**src/jtag_prog_params.svh**
```systemverilog
// Constants of the serial configuration port: instruction codes, widths and limits.
// Assumes it is included by bare name into packages or modules that need them.
`ifndef JTAG_PROG_PARAMS_SVH
`define JTAG_PROG_PARAMS_SVH

`define IR_W 8
`define SIG_W 32
`define ID_W 32
`define CFG_W 81
`define TLR_MAX_TCKS 5

`define OP_EXTEST 8'h00
`define OP_PLD_DATA_SHIFT 8'h02
`define OP_BULK_ERASE 8'h03
`define OP_PLD_PROGRAM 8'h07
`define OP_PROGRAM_SECURITY 8'h09
`define OP_PLD_VERIFY 8'h0a
`define OP_PROGRAM_ENABLE 8'h15
`define OP_IDCODE 8'h16
`define OP_SIG_READ 8'h17
`define OP_SIG_PROGRAM 8'h1a
`define OP_SAMPLE_PRELOAD 8'h1c
`define OP_PROGRAM_DISABLE 8'h1e
`define OP_BYPASS 8'hff

`endif

```
**src/jtag_prog_pkg.sv**
```systemverilog
// Types shared by the port controller and the configuration port top.
// Assumes the params header sits in the same folder.
`include "jtag_prog_params.svh"

package jtag_prog_pkg;

	typedef enum logic [3:0] {
		TEST_LOGIC_RESET, RUN_IDLE,
		SELECT_DR, CAPTURE_DR, SHIFT_DR, EXIT1_DR, PAUSE_DR, EXIT2_DR, UPDATE_DR,
		SELECT_IR, CAPTURE_IR, SHIFT_IR, EXIT1_IR, PAUSE_IR, EXIT2_IR, UPDATE_IR
	} tap_state_e;

	typedef enum logic [1:0] {SEL_BYPASS, SEL_ID, SEL_SIG, SEL_CFG} dr_sel_e;

	typedef struct packed {
		logic tck;
		logic tms;
		logic tdi;
	} jtag_pins_s;

endpackage : jtag_prog_pkg

```
**src/jtag_config_port.sv**
```systemverilog
// Serial configuration port: test access port with instruction and data registers,
// configuration and signature storage, and the readout lock fuse.
// Assumes pins arrive asynchronously; the test clock is sampled by sys_clk at 100 MHz.
`timescale 1ns/1ps

`include "jtag_prog_params.svh"

module jtag_config_port #(
	parameter int CFG_W = `CFG_W,
	parameter logic [`ID_W-1:0] ID_VALUE = 32'h00000001 // Arbitrary value, lsb set as required.
) (
	input wire logic sys_clk,
	input wire logic rstn,
	input wire logic ce,
	input wire jtag_prog_pkg::jtag_pins_s pins,
	output logic tdo,
	output logic tdoOe,
	output logic readoutLocked,
	output logic programMode
);
	import jtag_prog_pkg::*;

	// ********************************************************
	// Pin synchronisers and edge detection
	// ********************************************************
	jtag_pins_s pinsMeta;
	jtag_pins_s pinsSync;
	logic tckPrev;
	logic tckRise;
	logic tckFall;

	always_ff @(posedge sys_clk) begin
		if (!rstn) begin
			// Reset high: a test clock resting high at release gives no false rise,
			// while a false fall only reloads an unchanged serial output.
			pinsMeta <= '1;
			pinsSync <= '1;
			tckPrev <= 1'b1;
		end else if (ce) begin
			pinsMeta <= pins;
			pinsSync <= pinsMeta;
			tckPrev <= pinsSync.tck;
		end
	end

	assign tckRise = ce && pinsSync.tck && !tckPrev;
	assign tckFall = ce && !pinsSync.tck && tckPrev;

	tap_state_e state;

	tap_controller u_tap (
		.sys_clk(sys_clk),
		.rstn(rstn),
		.ce(ce),
		.step(tckRise),
		.tms(pinsSync.tms),
		.state(state)
	);

	// ********************************************************
	// Instruction register and register selection
	// ********************************************************
	logic [`IR_W-1:0] irShift;
	logic [`IR_W-1:0] instr;
	logic execArmed;

	function automatic dr_sel_e selectOf(input logic [`IR_W-1:0] op);
		case (op)
			`OP_IDCODE: selectOf = SEL_ID;
			`OP_SIG_READ, `OP_SIG_PROGRAM: selectOf = SEL_SIG;
			`OP_PLD_DATA_SHIFT, `OP_PLD_PROGRAM, `OP_PLD_VERIFY: selectOf = SEL_CFG;
			// Sample/preload, extest, bypass and unknown codes all fall to bypass.
			default: selectOf = SEL_BYPASS;
		endcase
	endfunction : selectOf

	dr_sel_e sel;
	assign sel = selectOf(instr);

	always_ff @(posedge sys_clk) begin
		if (!rstn) begin
			irShift <= `OP_IDCODE;
			instr <= `OP_IDCODE;
			execArmed <= 1'b0;
		end else if (tckRise) begin
			case (state)
				TEST_LOGIC_RESET: begin
					instr <= `OP_IDCODE;
					execArmed <= 1'b0;
				end
				CAPTURE_IR: irShift <= `OP_IDCODE;
				SHIFT_IR: irShift <= {pinsSync.tdi, irShift[`IR_W-1:1]};
				UPDATE_IR: begin
					instr <= irShift;
					execArmed <= 1'b1;
				end
				RUN_IDLE: execArmed <= 1'b0;
				default: begin
				end
			endcase
		end
	end

	// Programming operations run on the first rise spent in run-test/idle after update.
	logic execNow;
	assign execNow = tckRise && state == RUN_IDLE && execArmed;

	// ********************************************************
	// Data shift registers
	// ********************************************************
	logic bypassBit;
	logic [`SIG_W-1:0] sigShift;
	logic [CFG_W-1:0] cfgShift;
	logic [CFG_W-1:0] nvCfg;
	logic [`SIG_W-1:0] nvSig;
	logic lockFuse;

	always_ff @(posedge sys_clk) begin
		if (!rstn) begin
			bypassBit <= 1'b0;
			sigShift <= '0;
			cfgShift <= '0;
		end else if (tckRise) begin
			if (state == CAPTURE_DR) begin
				bypassBit <= 1'b0;
				if (sel == SEL_ID) begin
					sigShift <= ID_VALUE;
				end else if (sel == SEL_SIG) begin
					sigShift <= nvSig;
				end
				if (instr == `OP_PLD_VERIFY) begin
					cfgShift <= lockFuse ? '0 : nvCfg;
				end
			end else if (state == SHIFT_DR) begin
				case (sel)
					SEL_BYPASS: bypassBit <= pinsSync.tdi;
					SEL_ID, SEL_SIG: sigShift <= {pinsSync.tdi, sigShift[`SIG_W-1:1]};
					SEL_CFG: cfgShift <= {pinsSync.tdi, cfgShift[CFG_W-1:1]};
					default: bypassBit <= pinsSync.tdi;
				endcase
			end
		end
	end

	// ********************************************************
	// Retained storage and program operations
	// ********************************************************
	// These cells model non-volatile memory, so the port reset leaves them alone.
	always_ff @(posedge sys_clk) begin
		if (execNow && programMode) begin
			case (instr)
				`OP_BULK_ERASE: begin
					nvCfg <= '0;
					nvSig <= '0;
					lockFuse <= 1'b0;
				end
				`OP_PLD_PROGRAM: nvCfg <= cfgShift;
				`OP_SIG_PROGRAM: nvSig <= sigShift;
				`OP_PROGRAM_SECURITY: lockFuse <= 1'b1;
				default: begin
				end
			endcase
		end
	end

	always_ff @(posedge sys_clk) begin
		if (!rstn) begin
			programMode <= 1'b0;
		end else if (execNow) begin
			if (instr == `OP_PROGRAM_ENABLE) begin
				programMode <= 1'b1;
			end else if (instr == `OP_PROGRAM_DISABLE) begin
				programMode <= 1'b0;
			end
		end
	end

	always_ff @(posedge sys_clk) begin
		if (!rstn) begin
			readoutLocked <= 1'b0;
		end else if (ce) begin
			readoutLocked <= lockFuse === 1'b1;
		end
	end

	// ********************************************************
	// Serial output, changed on the falling test clock edge
	// ********************************************************
	logic drOut;

	always_comb begin
		case (sel)
			SEL_ID, SEL_SIG: drOut = sigShift[0];
			SEL_CFG: drOut = cfgShift[0];
			default: drOut = bypassBit;
		endcase
	end

	always_ff @(posedge sys_clk) begin
		if (!rstn) begin
			tdo <= 1'b0;
			tdoOe <= 1'b0;
		end else if (tckFall) begin
			tdoOe <= state == SHIFT_DR || state == SHIFT_IR;
			tdo <= (state == SHIFT_IR) ? irShift[0] : drOut;
		end
	end
endmodule : jtag_config_port

```
**src/tap_controller.sv**
```systemverilog
// Sixteen-state test access port controller, stepped once per test clock rise.
// Assumes step and tms come from already synchronised pin samples on sys_clk.
`timescale 1ns/1ps

`include "jtag_prog_params.svh"

module tap_controller (
	input wire logic sys_clk,
	input wire logic rstn,
	input wire logic ce,
	input wire logic step,
	input wire logic tms,
	output jtag_prog_pkg::tap_state_e state
);
	import jtag_prog_pkg::*;

	tap_state_e next_state;
	logic [2:0] highCount;

	always_comb begin
		next_state = state;
		case (state)
			TEST_LOGIC_RESET: next_state = tms ? TEST_LOGIC_RESET : RUN_IDLE;
			RUN_IDLE: next_state = tms ? SELECT_DR : RUN_IDLE;
			SELECT_DR: next_state = tms ? SELECT_IR : CAPTURE_DR;
			CAPTURE_DR: next_state = tms ? EXIT1_DR : SHIFT_DR;
			SHIFT_DR: next_state = tms ? EXIT1_DR : SHIFT_DR;
			EXIT1_DR: next_state = tms ? UPDATE_DR : PAUSE_DR;
			PAUSE_DR: next_state = tms ? EXIT2_DR : PAUSE_DR;
			EXIT2_DR: next_state = tms ? UPDATE_DR : SHIFT_DR;
			UPDATE_DR: next_state = tms ? SELECT_DR : RUN_IDLE;
			SELECT_IR: next_state = tms ? TEST_LOGIC_RESET : CAPTURE_IR;
			CAPTURE_IR: next_state = tms ? EXIT1_IR : SHIFT_IR;
			SHIFT_IR: next_state = tms ? EXIT1_IR : SHIFT_IR;
			EXIT1_IR: next_state = tms ? UPDATE_IR : PAUSE_IR;
			PAUSE_IR: next_state = tms ? EXIT2_IR : PAUSE_IR;
			EXIT2_IR: next_state = tms ? UPDATE_IR : SHIFT_IR;
			UPDATE_IR: next_state = tms ? SELECT_DR : RUN_IDLE;
			default: next_state = TEST_LOGIC_RESET;
		endcase
	end

	// Reset here stands in for power-on, so the controller starts in test-logic-reset.
	always_ff @(posedge sys_clk) begin
		if (!rstn) begin
			state <= TEST_LOGIC_RESET;
		end else if (ce && step) begin
			state <= next_state;
		end
	end

	// Helper count of consecutive rises with mode select high.
	always_ff @(posedge sys_clk) begin
		if (!rstn) begin
			highCount <= 3'h0;
		end else if (ce && step) begin
			if (!tms) begin
				highCount <= 3'h0;
			end else if (highCount != 3'h7) begin
				highCount <= highCount + 3'h1;
			end
		end
	end
endmodule : tap_controller

```
**config.mk**
```make
export PLATFORM = sky130hd
export DESIGN_NAME = jtag_config_port
export DESIGN_NICKNAME = d
export VERILOG_FILES = /design/src/jtag_prog_pkg.sv /design/src/jtag_config_port.sv /design/src/tap_controller.sv
export VERILOG_INCLUDE_DIRS = /design/src
export SDC_FILE = /design/constraint.sdc
export NUM_CORES = 1
export LEC_CHECK = 0
export CAP_MARGIN = 5
export CORE_MARGIN = 5
export CORE_UTILIZATION = 66
export CTS_BUF_LIST = sky130_fd_sc_hd__clkbuf_2 sky130_fd_sc_hd__clkbuf_4 sky130_fd_sc_hd__clkbuf_8
export DETAILED_ROUTE_END_ITERATION = 7
export DONT_BUFFER_PORTS = 1
export GPL_TIMING_DRIVEN = 0
export PLACE_DENSITY_LB_ADDON = 0.25
export RECOVER_POWER = 100
export SLEW_MARGIN = 5
export SYNTH_ARGS = -nofsm -noshare
export SYNTH_HDL_FRONTEND = slang
export SYNTH_SLANG_ARGS = --single-unit
```
**constraint.sdc**
```tcl
create_clock -name sys_clk -period 12.7 [get_ports sys_clk]
set_input_delay 2.54 -clock sys_clk [delete_from_list [all_inputs] [get_ports sys_clk]]
set_output_delay 2.54 -clock sys_clk [all_outputs]
set_load 0.02 [all_outputs]
```
==> results of run 1 <==
==> power by group through the flow <==
stage | logic, W | clock network, W | registers (W)
finish | 0.0000203 | 0.000742 | 0.000868
global route | 0.0000222 | 0.000793 | 0.000867
CTS | 0.0000202 | 0.000754 | 0.000868
detailed placement | 0.0000200 | 0 | 0.000886
global placement | 0.0000199 | 0 | 0.000886
floorplan | 0.0000132 | 0 | 0.000885
==> stage by stage <==
stage,setup TNS [ns],hold WS [ns]
after global placement,-296.83,0.451
after floorplan,0,0.441
after global routing,0,0.487
final,0,0.468
after detailed placement,0,0.461
after CTS,0,0.468
==> worst min path at each step <==
stage	start	end	slack, ns	cells past startpoint
global placement	cfgShift[78]	cfgShift[78]	0.45	2
finish	cfgShift[15]	cfgShift[15]	0.47	2
global route	cfgShift[77]	cfgShift[77]	0.49	2
CTS	cfgShift[58]	cfgShift[58]	0.47	2
floorplan	pinsMeta[0]	pinsMeta[0]	0.44	2
detailed placement	cfgShift[22]	cfgShift[22]	0.46	2
==> final cells by class <==
type,instances,share of cell area [%]
Buffer,106,3.19
Inverter,3,0.0852
Timing Repair Buffer,15,0.426
Tap cell,229,2.17
Clock inverter,8,0.255
Multi-Input combinational cell,811,39.5
Clock buffer,70,6.39
Sequential cell,260,48.0
==> cells by family after synthesis <==
family,Yosys count
muxes,90
DFF,260
AOI/OAI and AO/OA,173
buffers and inverters,109
adders and majority gates,3
xor gates and xnor gates,1
and+or+nand+nor,544
==> Yosys cell counts, types with 2 or more instances <==
| cell | count | area [um2] |
|---|---|---|
| sky130_fd_sc_hd__clkbuf_1 | 87 | 327 |
| sky130_fd_sc_hd__nor4_1 | 6 | 37.5 |
| sky130_fd_sc_hd__a22oi_1 | 9 | 67.6 |
| sky130_fd_sc_hd__nand2b_1 | 4 | 25.0 |
| sky130_fd_sc_hd__ha_1 | 3 | 37.5 |
| sky130_fd_sc_hd__o211a_1 | 31 | 310 |
| sky130_fd_sc_hd__mux2i_1 | 89 | 891 |
| sky130_fd_sc_hd__or2_2 | 2 | 12.5 |
| sky130_fd_sc_hd__o22ai_1 | 7 | 43.8 |
| sky130_fd_sc_hd__nor3b_1 | 83 | 623 |
| sky130_fd_sc_hd__edfxtp_1 | 114 | 3420 |
| sky130_fd_sc_hd__nand3b_1 | 35 | 263 |
| sky130_fd_sc_hd__and2_1 | 197 | 1230 |
| sky130_fd_sc_hd__nor3_1 | 4 | 20.0 |
| sky130_fd_sc_hd__a21oi_1 | 7 | 35.0 |
| sky130_fd_sc_hd__or3_1 | 3 | 18.8 |
| sky130_fd_sc_hd__buf_4 | 3 | 22.5 |
| sky130_fd_sc_hd__o211ai_1 | 2 | 15.0 |
| sky130_fd_sc_hd__nor2b_1 | 13 | 81.3 |
| sky130_fd_sc_hd__buf_6 | 11 | 124 |
| sky130_fd_sc_hd__a31oi_1 | 3 | 18.8 |
| sky130_fd_sc_hd__nor2_1 | 15 | 56.3 |
| sky130_fd_sc_hd__o21a_1 | 2 | 15.0 |
| sky130_fd_sc_hd__nand3_1 | 34 | 170 |
| sky130_fd_sc_hd__o31ai_1 | 4 | 30.0 |
| sky130_fd_sc_hd__buf_2 | 3 | 15.0 |
| sky130_fd_sc_hd__dfxtp_1 | 146 | 2920 |
| sky130_fd_sc_hd__a21boi_0 | 4 | 30.0 |
| sky130_fd_sc_hd__buf_1 | 2 | 7.51 |
| sky130_fd_sc_hd__nand2_1 | 138 | 518 |
| sky130_fd_sc_hd__o21ai_0 | 92 | 460 |
| sky130_fd_sc_hd__inv_1 | 3 | 11.3 |
==> routing by layer <==
layer	vias up	routed length [um]	part of all wire, %
met3	48	1050	4.3
met4	0	568	2.3
met1	4188	11100	45
li1	4256	-	-
met5	-	0	0
met2	206	12000	48
==> flip-flops by register name, summed over array words and instances, names as in the netlist, 3 cells and up <==
| register | count |
|---|---|
| cfgShift | 81 |
| nvCfg | 81 |
| pinsSync | 3 |
| irShift | 8 |
| pinsMeta | 3 |
| u_tap.state | 4 |
| sigShift | 32 |
| instr | 8 |
| nvSig | 32 |
==> worst reg2reg max path, stage by stage (launching register included) <==
cell	delay (ns)
sky130_fd_sc_hd__dfxtp_1	0.30
sky130_fd_sc_hd__clkbuf_1	0.31
sky130_fd_sc_hd__nor2b_1	0.24
sky130_fd_sc_hd__a21oi_1	0.09
sky130_fd_sc_hd__nor2_1	0.13
sky130_fd_sc_hd__o21a_1	0.17
sky130_fd_sc_hd__ha_1	0.26
sky130_fd_sc_hd__a2111oi_0	2.19
sky130_fd_sc_hd__clkbuf_1	0.48
sky130_fd_sc_hd__o211a_1	0.21
==> impl_summary.txt, run 1 <==
----------------------------------------------------
[STA]
  Number of failing hold endpoints at the final stage ... 0
  Worst-Margin Slew ... 2.79 ns
  Endpoints failing setup ... 0
  Fin crit share ... 50.0%
  Clk_skew ... between 0.02 and 0.025 ns
  Slew headroom ... -90.6%
  Final period demand of the worst path ... between 6 and 7 ns
  Unrepaired setup endpoints after global routing ... no
  Min setup slack post-route ... 6.35 ns
  Max Slew Vio Count ... 10
  Fmax ... 0.157 GHz

[Logic synthesis]
  Most instantiated flip-flop cell in the synthesis netlist ... sky130_fd_sc_hd__dfxtp_1
  Netlist area before placement ... 0.0121 mm2
  Distinct cell type count after synthesis ... 56
  Instance count of the mapped netlist ... 1180
  Syn nets ... 1189
  Simple-gate share of the synthesized area ... 26.0%
  Compound-cell area share of the yosys netlist ... 9.48%
  Synth Area in XOR/XNOR ... 0.0724%
  Multiplexer area fraction after synthesis ... 7.46%
  Sequential cell area fraction in the yosys report ... 52.4%
  Dominant combinational cell family by area after synthesis ... simple AND/OR/NAND/NOR gates
  Ys async rst share ... 0%
  Count of state elements after synthesis ... 260
  Number of warning messages in the yosys log ... 0
  Count of flip-flops with a built-in enable after synthesis ... 114
  Per-instance average area after synthesis ... 10.3 um2
  Area share of fa/ha/maj cells after synthesis ... 0.310%

[Power and ir drop]
  Static Leakage ... 5.37 nW
  Net switching power ... 0.000340 W
  Total internal power ... 0.00129 W
  Ratio of total power to cell area ... 123 mW/mm2
  Part of the power in combinational logic ... between 1 and 1.5%
  Part of the power in the clock network ... a little under half
  Switching Fraction ... around a fifth
  Maximum VDD drop ... 101 uV
  Overall Power ... about 0.0016 W
  Portion of total power attributed to sequential cells ... 53.2%

[Detailed routing]
  Final wirelength ... 24700 um
  Total number of vias ... 8698
  Vias per cell ... 5.79
  Number of detailed-route iterations in the first pass ... 5
  DRC violation count after routing ... 0
  DRC violation total after the first TritonRoute iteration ... around 570
  Post-DRT Antenna Nets ... 0
  Detail-routed net length per standard cell ... 16.4 um

[Floorplan]
  Core area ... approximately 0.018 mm2
  FP Rows ... 49
  Chip Height ... 145 um
  Floorplan die width ... 145 um
  I/O Pins ... 10
  Full die area ... 0.0211 mm2
  Starting density of the core ... between 60 and 70%

[Worst setup path]
  CP Capture Type ... flop
  Critical Path Stages ... 8
  R2R Path End ... sigShift[26]
  Endpoint of the most critical setup path ... nvCfg[65]
  Worst Path Max Fanout ... 10
  CP most frequent cell ... sky130_fd_sc_hd__clkbuf_1
  Kind of critical path ... in2reg
  Startpoint of the worst setup timing path ... ce
  Crit-path leading delay family ... simple AND/OR/NAND/NOR gates
  Data arrival, critical path ... 6.55 ns
  Depth of the worst register-to-register path ... 9
  Slowest stage cell on the critical path ... sky130_fd_sc_hd__nor4_1
  Worst Setup Start Kind ... input port
  Reg-to-reg slack, setup ... 8.24 ns
  R2R Path Start ... instr[4]
  Crit-path max cell delay ... 0.97 ns
  Data required time of the critical path ... 12.90 ns
  Cell breakdown of the critical path ... clkbuf_1, nand3b_1, nor4_1, nand2_1, nor4_1, clkbuf_1, clkbuf_1, clkbuf_1
  Count of buffering cells on the critical path with inverters included ... 4

[Min path]
  Worst min-delay path category ... reg2reg

[Cells and area]
  Most common cell after layout, fill and taps aside ... sky130_fd_sc_hd__dfxtp_1
  Utilization after layout ... 73.4%
  Area delta synth->final ... 9.29%
  Net count reported at finish ... ~1200
  Multi-input combinational cell area ... 0.00522 mm2
  Fraction of final layout cells sized beyond drive strength 1 ... 6.60%
  Count of non-filler cells in the finished layout ... 1502
  Total non-filler cell area in the finished layout ... 0.0132 mm2
  FF+latch area ... 0.00635 mm2
  Count of filler cells inserted in the layout ... 1297
  N_diodes ... 0
  Leading cell types in the layout, fill and taps excluded ... 146 x sky130_fd_sc_hd__dfxtp_1, 138 x sky130_fd_sc_hd__nand2_1, 130 x sky130_fd_sc_hd__and2_1

[Clocking]
  CTS resizes ... 0
  H-Tree Level Count ... 2
  CTS sink cnt ... between 200 and 300
  Number of buffers inserted during clock tree synthesis ... 42
  Total setup buffers inserted after CTS ... 0
  Buffer cell driving the clock tree root ... sky130_fd_sc_hd__clkbuf_8
  Clock tree from TritonCTS ... yes
  Clock transition at the registers of the reported paths ... 0.06 ns
  Longest Clk Path Bufs ... 3
  Insertion delay to the later sink of the worst-skew pair ... 0.56 ns
  # hold bufs at CTS ... 0

[Place]
  Final weighted congestion in routability-driven placement ... 0.849
  Port Buffer Count ... 0
  Instance count after placement with tap cells included ... 1424
  Placement Cell Area ... 0.0125 mm2
  DP Wirelength ... 15700 um
  Place WS ... between 7 and 8 ns

[Global route]
  Met3 track demand over resource in global routing ... 3.58%
  Global-route wire length before repair ... approximately 42000 um
  GR Layer Usage met1 ... 31.0%
  Global route total overflow ... 0
  Maximum number of pins on one net before global-route repair ... 11
  GRT Resource Usage Total ... about 23%
  Vias in the first global route ... between 8000 and 9000
  Met2 usage in global routing ... 38.9%
  Initial antenna violation count ... 0
  Busiest layer in global routing ... met2

[Flow run]
  Number of max-capacitance violations reported ... 1

[Outcome]
  Violated checks ... capacitance limit, slew limit
  Run status ... complete, but fails checks

----------------------------------------------------
Note: power is estimated with default switching activity, not from simulation.
==> run 2: changes to the inputs <==
--- a/config.mk
+++ b/config.mk
@@ -6,6 +6,7 @@
 export SDC_FILE = /design/constraint.sdc
 export NUM_CORES = 1
 export LEC_CHECK = 0
+export ABC_AREA = 1
 export CAP_MARGIN = 5
 export CORE_MARGIN = 5
 export CORE_UTILIZATION = 66
==> constraint.sdc (replaced) <==
create_clock -name sys_clk -period 6 [get_ports sys_clk]
set_input_delay 1.2 -clock sys_clk [delete_from_list [all_inputs] [get_ports sys_clk]]
set_output_delay 1.2 -clock sys_clk [all_outputs]
set_load 0.02 [all_outputs]
==> run 2 against run 1 <==
  * Sequential cell count is the same
  * Critical path type unchanged
  * Hold slack got worse by 0.012 ns
  * The run still ends with capacitance limit, slew limit left
  * Critical path depth is 1 lower
  * Combinational power grew 140%
  * Sequential share of layout area grew 0.79 points
  * Critical endpoint is now nvSig[12]
==> impl_summary.txt, run 2 <==
----------------------------------------------------
[Floorplan]
  Full die area ... just over 0.02 mm2
  Starting density of the core ... 67.7%
  Core area ... 0.0174 mm2
  FP Rows ... 48
  Floorplan die width ... 143 um
  Chip Height ... 143 um
  I/O Pins ... 10

[Cells and area]
  Largest registers ... cfgShift x81, nvCfg x81
  Most common cell after layout, fill and taps aside ... sky130_fd_sc_hd__nor2_1
  Utilization after layout ... between 70% and 80%
  Area delta synth->final ... 10.7%
  Net count reported at finish ... 1584
  Total non-filler cell area in the finished layout ... roughly 0.013 mm2
  Fraction of final layout cells sized beyond drive strength 1 ... 6.77%
  N_diodes ... 0
  Leading cell types in the layout, fill and taps excluded ... 389 x sky130_fd_sc_hd__nor2_1, 301 x sky130_fd_sc_hd__nand2_1, 151 x sky130_fd_sc_hd__inv_1

[Min path]
  Worst min-delay path category ... reg2reg
  Hold path startpoint ... pinsMeta[0]
  Number of stages on the worst hold path ... 2
  Hold-critical path endpoint ... pinsMeta[0]

[Logic synthesis]
  Per-instance average area after synthesis ... 7.70 um2
  Count of state elements after synthesis ... 260
  Instance count of the mapped netlist ... 1527
  Commonest cells post-synth ... 387 x sky130_fd_sc_hd__nor2_1, 301 x sky130_fd_sc_hd__nand2_1, 150 x sky130_fd_sc_hd__inv_1, 146 x sky130_fd_sc_hd__dfxtp_1, 136 x sky130_fd_sc_hd__o21ai_0
  Syn nets ... about 1500
  Ys async rst share ... 0%
  Sequential cell area fraction in the yosys report ... 54.0%
  Most instantiated flip-flop cell in the synthesis netlist ... sky130_fd_sc_hd__dfxtp_1
  Library cell with the highest instance count after synthesis ... sky130_fd_sc_hd__nor2_1
  Cell types with the largest area share after synthesis ... sky130_fd_sc_hd__edfxtp_1 29%, sky130_fd_sc_hd__dfxtp_1 25%, sky130_fd_sc_hd__nor2_1 12%
  Most area-hungry cell type in the Yosys netlist ... sky130_fd_sc_hd__edfxtp_1
  Number of warning messages in the yosys log ... 0
  Count of flip-flops with a built-in enable after synthesis ... 114
  Distinct cell type count after synthesis ... 27
  Proportion of netlist area held by the largest area contributor ... 29.1%
  Netlist area before placement ... 0.0118 mm2

[Worst setup path]
  Startpoint of the worst setup timing path ... ce
  Data arrival, critical path ... roughly 4.4 ns
  Cell breakdown of the critical path ... nand2_1, nor2_1, inv_1, nor3_1, nand2_1, a21oi_1, buf_16
  Slowest stage cell on the critical path ... sky130_fd_sc_hd__a21oi_1
  CP Capture Type ... flop
  Reg-to-reg slack, setup ... 2.07 ns
  R2R Path End ... nvSig[12]
  Depth of the worst register-to-register path ... 7
  Data required time of the critical path ... 6.24 ns
  Kind of critical path ... in2reg
  Worst Path Max Fanout ... 18
  Crit-path max cell delay ... around 1.3 ns
  Crit-path leading delay family ... simple AND/OR/NAND/NOR gates
  Worst Setup Start Kind ... input port
  CP most frequent cell ... sky130_fd_sc_hd__nand2_1
  Count of buffering cells on the critical path with inverters included ... 2
  R2R Path Start ... pinsSync[2]

[Detailed routing]
  DRC violation total after the first TritonRoute iteration ... 850
  DRC violation count after routing ... 0
  Length of routed met2 wiring ... 13400 um
  Number of detailed-route iterations in the first pass ... 6
  Total number of vias ... between 10000 and 15000
  Detail-routed net length per standard cell ... approximately 15 um
  Length of routed met3 wiring ... 1710 um
  Vias per cell ... 5.57
  Final wirelength ... 27300 um
  Post-DRT Antenna Nets ... 0
  Met1 wire length ... 11500 um
  Top routing layer in use ... met4

[Clocking]
  Longest Clk Path Bufs ... 3
  Buffer cell driving the clock tree root ... sky130_fd_sc_hd__clkbuf_8
  Clock tree from TritonCTS ... yes
  # hold bufs at CTS ... 0
  Total setup buffers inserted after CTS ... 0
  Insertion delay to the later sink of the worst-skew pair ... 0.55 ns
  CTS resizes ... 0
  H-Tree Level Count ... 2
  CTS sink cnt ... 260
  Number of buffers inserted during clock tree synthesis ... 42
  Clock transition at the registers of the reported paths ... 0.06 ns

[Global route]
  Maximum number of pins on one net before global-route repair ... 29
  Vias in the first global route ... 9929
  GRT Resource Usage Total ... 26.9%
  Global route total overflow ... 0
  Initial antenna violation count ... 0
  Global-route wire length before repair ... 45900 um

[STA]
  Worst-Margin Slew ... 1.67 ns
  Max Slew Vio Count ... 15
  Final period demand of the worst path ... 4.19 ns
  Slew headroom ... -11.2%
  Unrepaired setup endpoints after global routing ... no
  Number of failing hold endpoints at the final stage ... 0
  Endpoints failing setup ... 0
  Fmax ... 0.238 GHz
  Fin crit share ... 69.9%
  Min setup slack post-route ... 1.81 ns
  Clk_skew ... 0.0217 ns

[Place]
  DP Wirelength ... 17100 um
  Place WS ... 1.96 ns
  Port Buffer Count ... 0
  Final weighted congestion in routability-driven placement ... roughly 0.93
  Placement Cell Area ... 0.0122 mm2

[Power and ir drop]
  Ratio of total power to cell area ... approximately 280 mW/mm2
  Static Leakage ... 4.85 nW
  Overall Power ... 0.00359 W
  Maximum VDD drop ... roughly 300 uV

[Outcome]
  Run status ... complete, but fails checks
  Violated checks ... capacitance limit, slew limit

[Flow run]
  Number of max-capacitance violations reported ... 1

----------------------------------------------------
run 2: cell count changes in the layout (fill, tap and decap cells not counted), moves of 67 or more:
| cell | change |
|---|---|
| sky130_fd_sc_hd__nor2_1 | +374 |
| sky130_fd_sc_hd__nand2_1 | +163 |
| sky130_fd_sc_hd__inv_1 | +148 |
| sky130_fd_sc_hd__and2_1 | -130 |
| sky130_fd_sc_hd__mux2i_1 | -89 |
| sky130_fd_sc_hd__nor3b_1 | -83 |
| sky130_fd_sc_hd__and2_0 | -67 |
run 2: tightest hold or removal path, delay by kind of cell (launching register included):
| kind | cells | cell delay [ns] |
|---|---|---|
| DFF | 1 | 0.32 |
| and+or+nand+nor | 2 | 0.10 |
run 2: how the worst max path moves through the flow:
stage           endpoint  slack (ns)  cells after the start
2_1_floorplan   nvCfg[0]        1.31                      6
3_3_place_gp    nvCfg[9]       -0.20                      6
3_5_place_dp    nvCfg[9]        1.96                      8
4_1_cts        nvCfg[76]        2.54                      8
5_1_grt        nvSig[20]        1.62                      7
6_report       nvSig[12]        1.81                      7
run 2: cell families after synthesis:
family                   share of synthesized area, %
AO/OA/AOI/OAI                                    9.03
adder cells (fa/ha/maj)                         0.319
buffers and inverters                            8.78
flip-flops                                       54.0
AND/OR/NAND/NOR                                  27.9
run 2: power by group:
part / internal (W) / leakage [nW] / switching (W) / total (W)
clock network: 0.00101 / 0.510 / 0.000690 / 0.00170
registers: 0.00184 / 2.50 / 0.00000497 / 0.00184
logic: 0.0000134 / 1.83 / 0.0000351 / 0.0000485
total: 0.00286 / 4.85 / 0.000730 / 0.00359
run 2: layer usage:
metal / track usage (%) / vias to the layer above
li1: - / 5016
met2: 46.3 / 359
met4: 10.3 / 0
met3: 4.33 / 65
met1: 34.4 / 4776
met5: 0 / -
run 2: area by class of cell:
cell class	instances	area (um2)
buffer	101	404
clock buffer	76	890
clock inverter	2	60.1
fill	1310	4350
inverter	154	578
multi-input combinational	1012	4370
sequential	260	6350
tap	225	282
timing repair buffer	4	78.8
run 2: metrics by stage:
step	hold WS, ns	cells	setup TNS (ns)
after floorplan	0.429	1527	0
after global placement	0.437	1752	-16.11
after detailed placement	0.443	1756	0
after CTS	0.457	1834	0
after global routing	0.488	1834	0
final	0.456	1834	0
==> run 3: changes to the inputs <==
--- a/config.mk
+++ b/config.mk
@@ -6,7 +6,7 @@
 export SDC_FILE = /design/constraint.sdc
 export NUM_CORES = 1
 export LEC_CHECK = 0
-export ABC_AREA = 1
+export ABC_AREA = 0
 export CAP_MARGIN = 5
 export CORE_MARGIN = 5
 export CORE_UTILIZATION = 66
==> constraint.sdc (replaced) <==
create_clock -name sys_clk -period 4.2 [get_ports sys_clk]
set_input_delay 0.84 -clock sys_clk [delete_from_list [all_inputs] [get_ports sys_clk]]
set_output_delay 0.84 -clock sys_clk [all_outputs]
set_load 0.02 [all_outputs]
==> run 3 against run 2 <==
  * The flow finishes with violations (capacitance limit)
  * Sequential cell count unchanged
  * Routed wire length down 9.1%
  * Clock skew is 0.0074 ns higher
  * Sequential power is 42% higher
  * Die area rose by 2.8%
  * First-iteration DRC count is 46% lower
  * Final area increased by 2.9%
  * Power is 42% higher
  * Core utilization decreased by 0.69 points
  * Sequential share of layout area fell by 1.4 points
  * Setup slack worse by 1.1 ns
  * Clock power grew 42%
  * Largest cell class unchanged
  * Highest routed layer unchanged
==> impl_summary.txt, run 3 (synthesis gave the netlist of run 1 again) <==
----------------------------------------------------
[Worst setup path]
  Slowest stage cell on the critical path ... sky130_fd_sc_hd__nor4_2
  Cell breakdown of the critical path ... clkbuf_1, or2_2, nor4_1, nand2_1, nor4_2, buf_8, buf_8
  CP Capture Type ... flop
  Data required time of the critical path ... 4.45 ns
  Depth of the worst register-to-register path ... 7
  Data arrival, critical path ... 3.79 ns
  Worst Path Max Fanout ... 12
  Crit-path max cell delay ... 1.07 ns
  Kind of critical path ... reg2reg
  CP most frequent cell ... sky130_fd_sc_hd__buf_8
  Worst Setup Start Kind ... flop

[Place]
  DP Wirelength ... around 16000 um
  Final weighted congestion in routability-driven placement ... slightly above 0.8
  Port Buffer Count ... 0

[Detailed routing]
  Post-DRT Antenna Nets ... 0
  Number of detailed-route iterations in the first pass ... 5
  Final wirelength ... 24800 um
  Vias per cell ... 5.79
  DRC violation count after routing ... 0
  DRC violation total after the first TritonRoute iteration ... 457
  Total number of vias ... 8674
  Detail-routed net length per standard cell ... 16.6 um

[STA]
  Number of failing hold endpoints at the final stage ... 0
  Fmax ... 0.283 GHz
  Unrepaired setup endpoints after global routing ... no
  Max Slew Vio Count ... 0
  Worst-Margin Slew ... between 1 and 1.5 ns
  Fin crit share ... approximately 84%
  Slew headroom ... less than 1%
  Endpoints failing setup ... 0
  Final period demand of the worst path ... 3.54 ns
  Clk_skew ... 0.0290 ns

[Clocking]
  Number of buffers inserted during clock tree synthesis ... 43
  Buffer cell driving the clock tree root ... sky130_fd_sc_hd__clkbuf_8
  CTS sink cnt ... between 200 and 300
  # hold bufs at CTS ... 0
  H-Tree Level Count ... 2
  Longest Clk Path Bufs ... 3
  Clock transition at the registers of the reported paths ... 0.06 ns
  CTS resizes ... 0
  Total setup buffers inserted after CTS ... 0
  Insertion delay to the later sink of the worst-skew pair ... 0.56 ns
  Clock tree from TritonCTS ... yes

[Power and ir drop]
  Ratio of total power to cell area ... 380 mW/mm2
  Maximum VDD drop ... roughly 420 uV
  Overall Power ... 0.00509 W
  Static Leakage ... 5.45 nW

[Outcome]
  Run status ... complete, but fails checks
  Violated checks ... capacitance limit

[Cells and area]
  N_diodes ... 0
  Largest registers ... cfgShift x81, nvCfg x81
  Fraction of final layout cells sized beyond drive strength 1 ... under 10%
  Area delta synth->final ... 10.6%
  Net count reported at finish ... 1243
  Utilization after layout ... 74.3%
  Leading cell types in the layout, fill and taps excluded ... 146 x sky130_fd_sc_hd__dfxtp_1, 138 x sky130_fd_sc_hd__nand2_1, 131 x sky130_fd_sc_hd__and2_1
  Most common cell after layout, fill and taps aside ... sky130_fd_sc_hd__dfxtp_1

[Floorplan]
  FP Rows ... slightly below 50
  Chip Height ... 145 um
  Floorplan die width ... 145 um
  I/O Pins ... 10
  Starting density of the core ... roughly 67%
  Core area ... 0.0180 mm2
  Full die area ... roughly 0.021 mm2

[Min path]
  Number of stages on the worst hold path ... 2
  Worst min-delay path category ... in2reg

[Global route]
  Vias in the first global route ... 8735
  Maximum number of pins on one net before global-route repair ... 15
  Global-route wire length before repair ... 42100 um
  Global route total overflow ... 0
  GRT Resource Usage Total ... a little under a quarter
  Initial antenna violation count ... 0

[Flow run]
  Number of max-capacitance violations reported ... 1

----------------------------------------------------
==> run 3: cell types whose count changed in the layout (fill, tap and decap cells not counted), sizes merged, moves of 24 or more <==
cell and change:
a31oi -24, and2 +197, inv -151, mux2i +89
nand2 -163, nand3b +33, nand4 -58, nor2 -377
nor3b +83, o211a +31, o21ai -43
==> run 3: layout make-up <==
class,count,area [um2]
flip-flops and latches,260,6350
plain buffers,106,430
multi-input cells,811,5240
inverters,3,11.3
fillers,1282,4640
well taps,229,287
clock buffers,71,858
clock inverters,9,100
repair buffers,9,116
==> run 3: final timing paths <==
check                 start           end  slack, ns
max          u_tap.state[1]     nvSig[16]       0.66
min                 pins[1]   pinsMeta[1]       0.42
max reg2reg  u_tap.state[1]     nvSig[16]       0.66
min reg2reg    cfgShift[32]  cfgShift[32]       0.47
==> run 3: through the flow <==
stage,worst slack (ns),instances,TNS (ns),instance area (um2),hold WS (ns)
detailed placement,0.914,1418,0,12600,0.461
floorplan,-0.446,1180,-36.13,12100,0.441
global route,0.499,1498,0,13400,0.421
global placement,-1.95,1409,-185.27,12400,0.450
finish,0.664,1498,0,13400,0.420
CTS,1.17,1498,0,13500,0.400
==> run 3: per-layer routing <==
metal	wire, um	GRT usage (%)	share of wire, %	vias up
met2	12100	38.8	49	165
met5	0	0	0	-
met1	11200	31.1	45	4219
li1	-	-	-	4249
met4	428	6.62	1.7	0
met3	1090	4.11	4.4	41
==> run 3: where the power goes <==
group / switching, W / total (W) / internal (W)
logic: 0.0000465 / 0.0000626 / 0.0000161
registers: 0.00000286 / 0.00262 / 0.00262
clock network: 0.000990 / 0.00241 / 0.00142
==> run 3: worst max-delay path, delay by kind of cell, from the launching register on <==
| family | cells | cell delay [ns] |
|---|---|---|
| flops | 1 | 0.34 |
| simple gates | 4 | 2.24 |
| buf+inv | 3 | 0.64 |
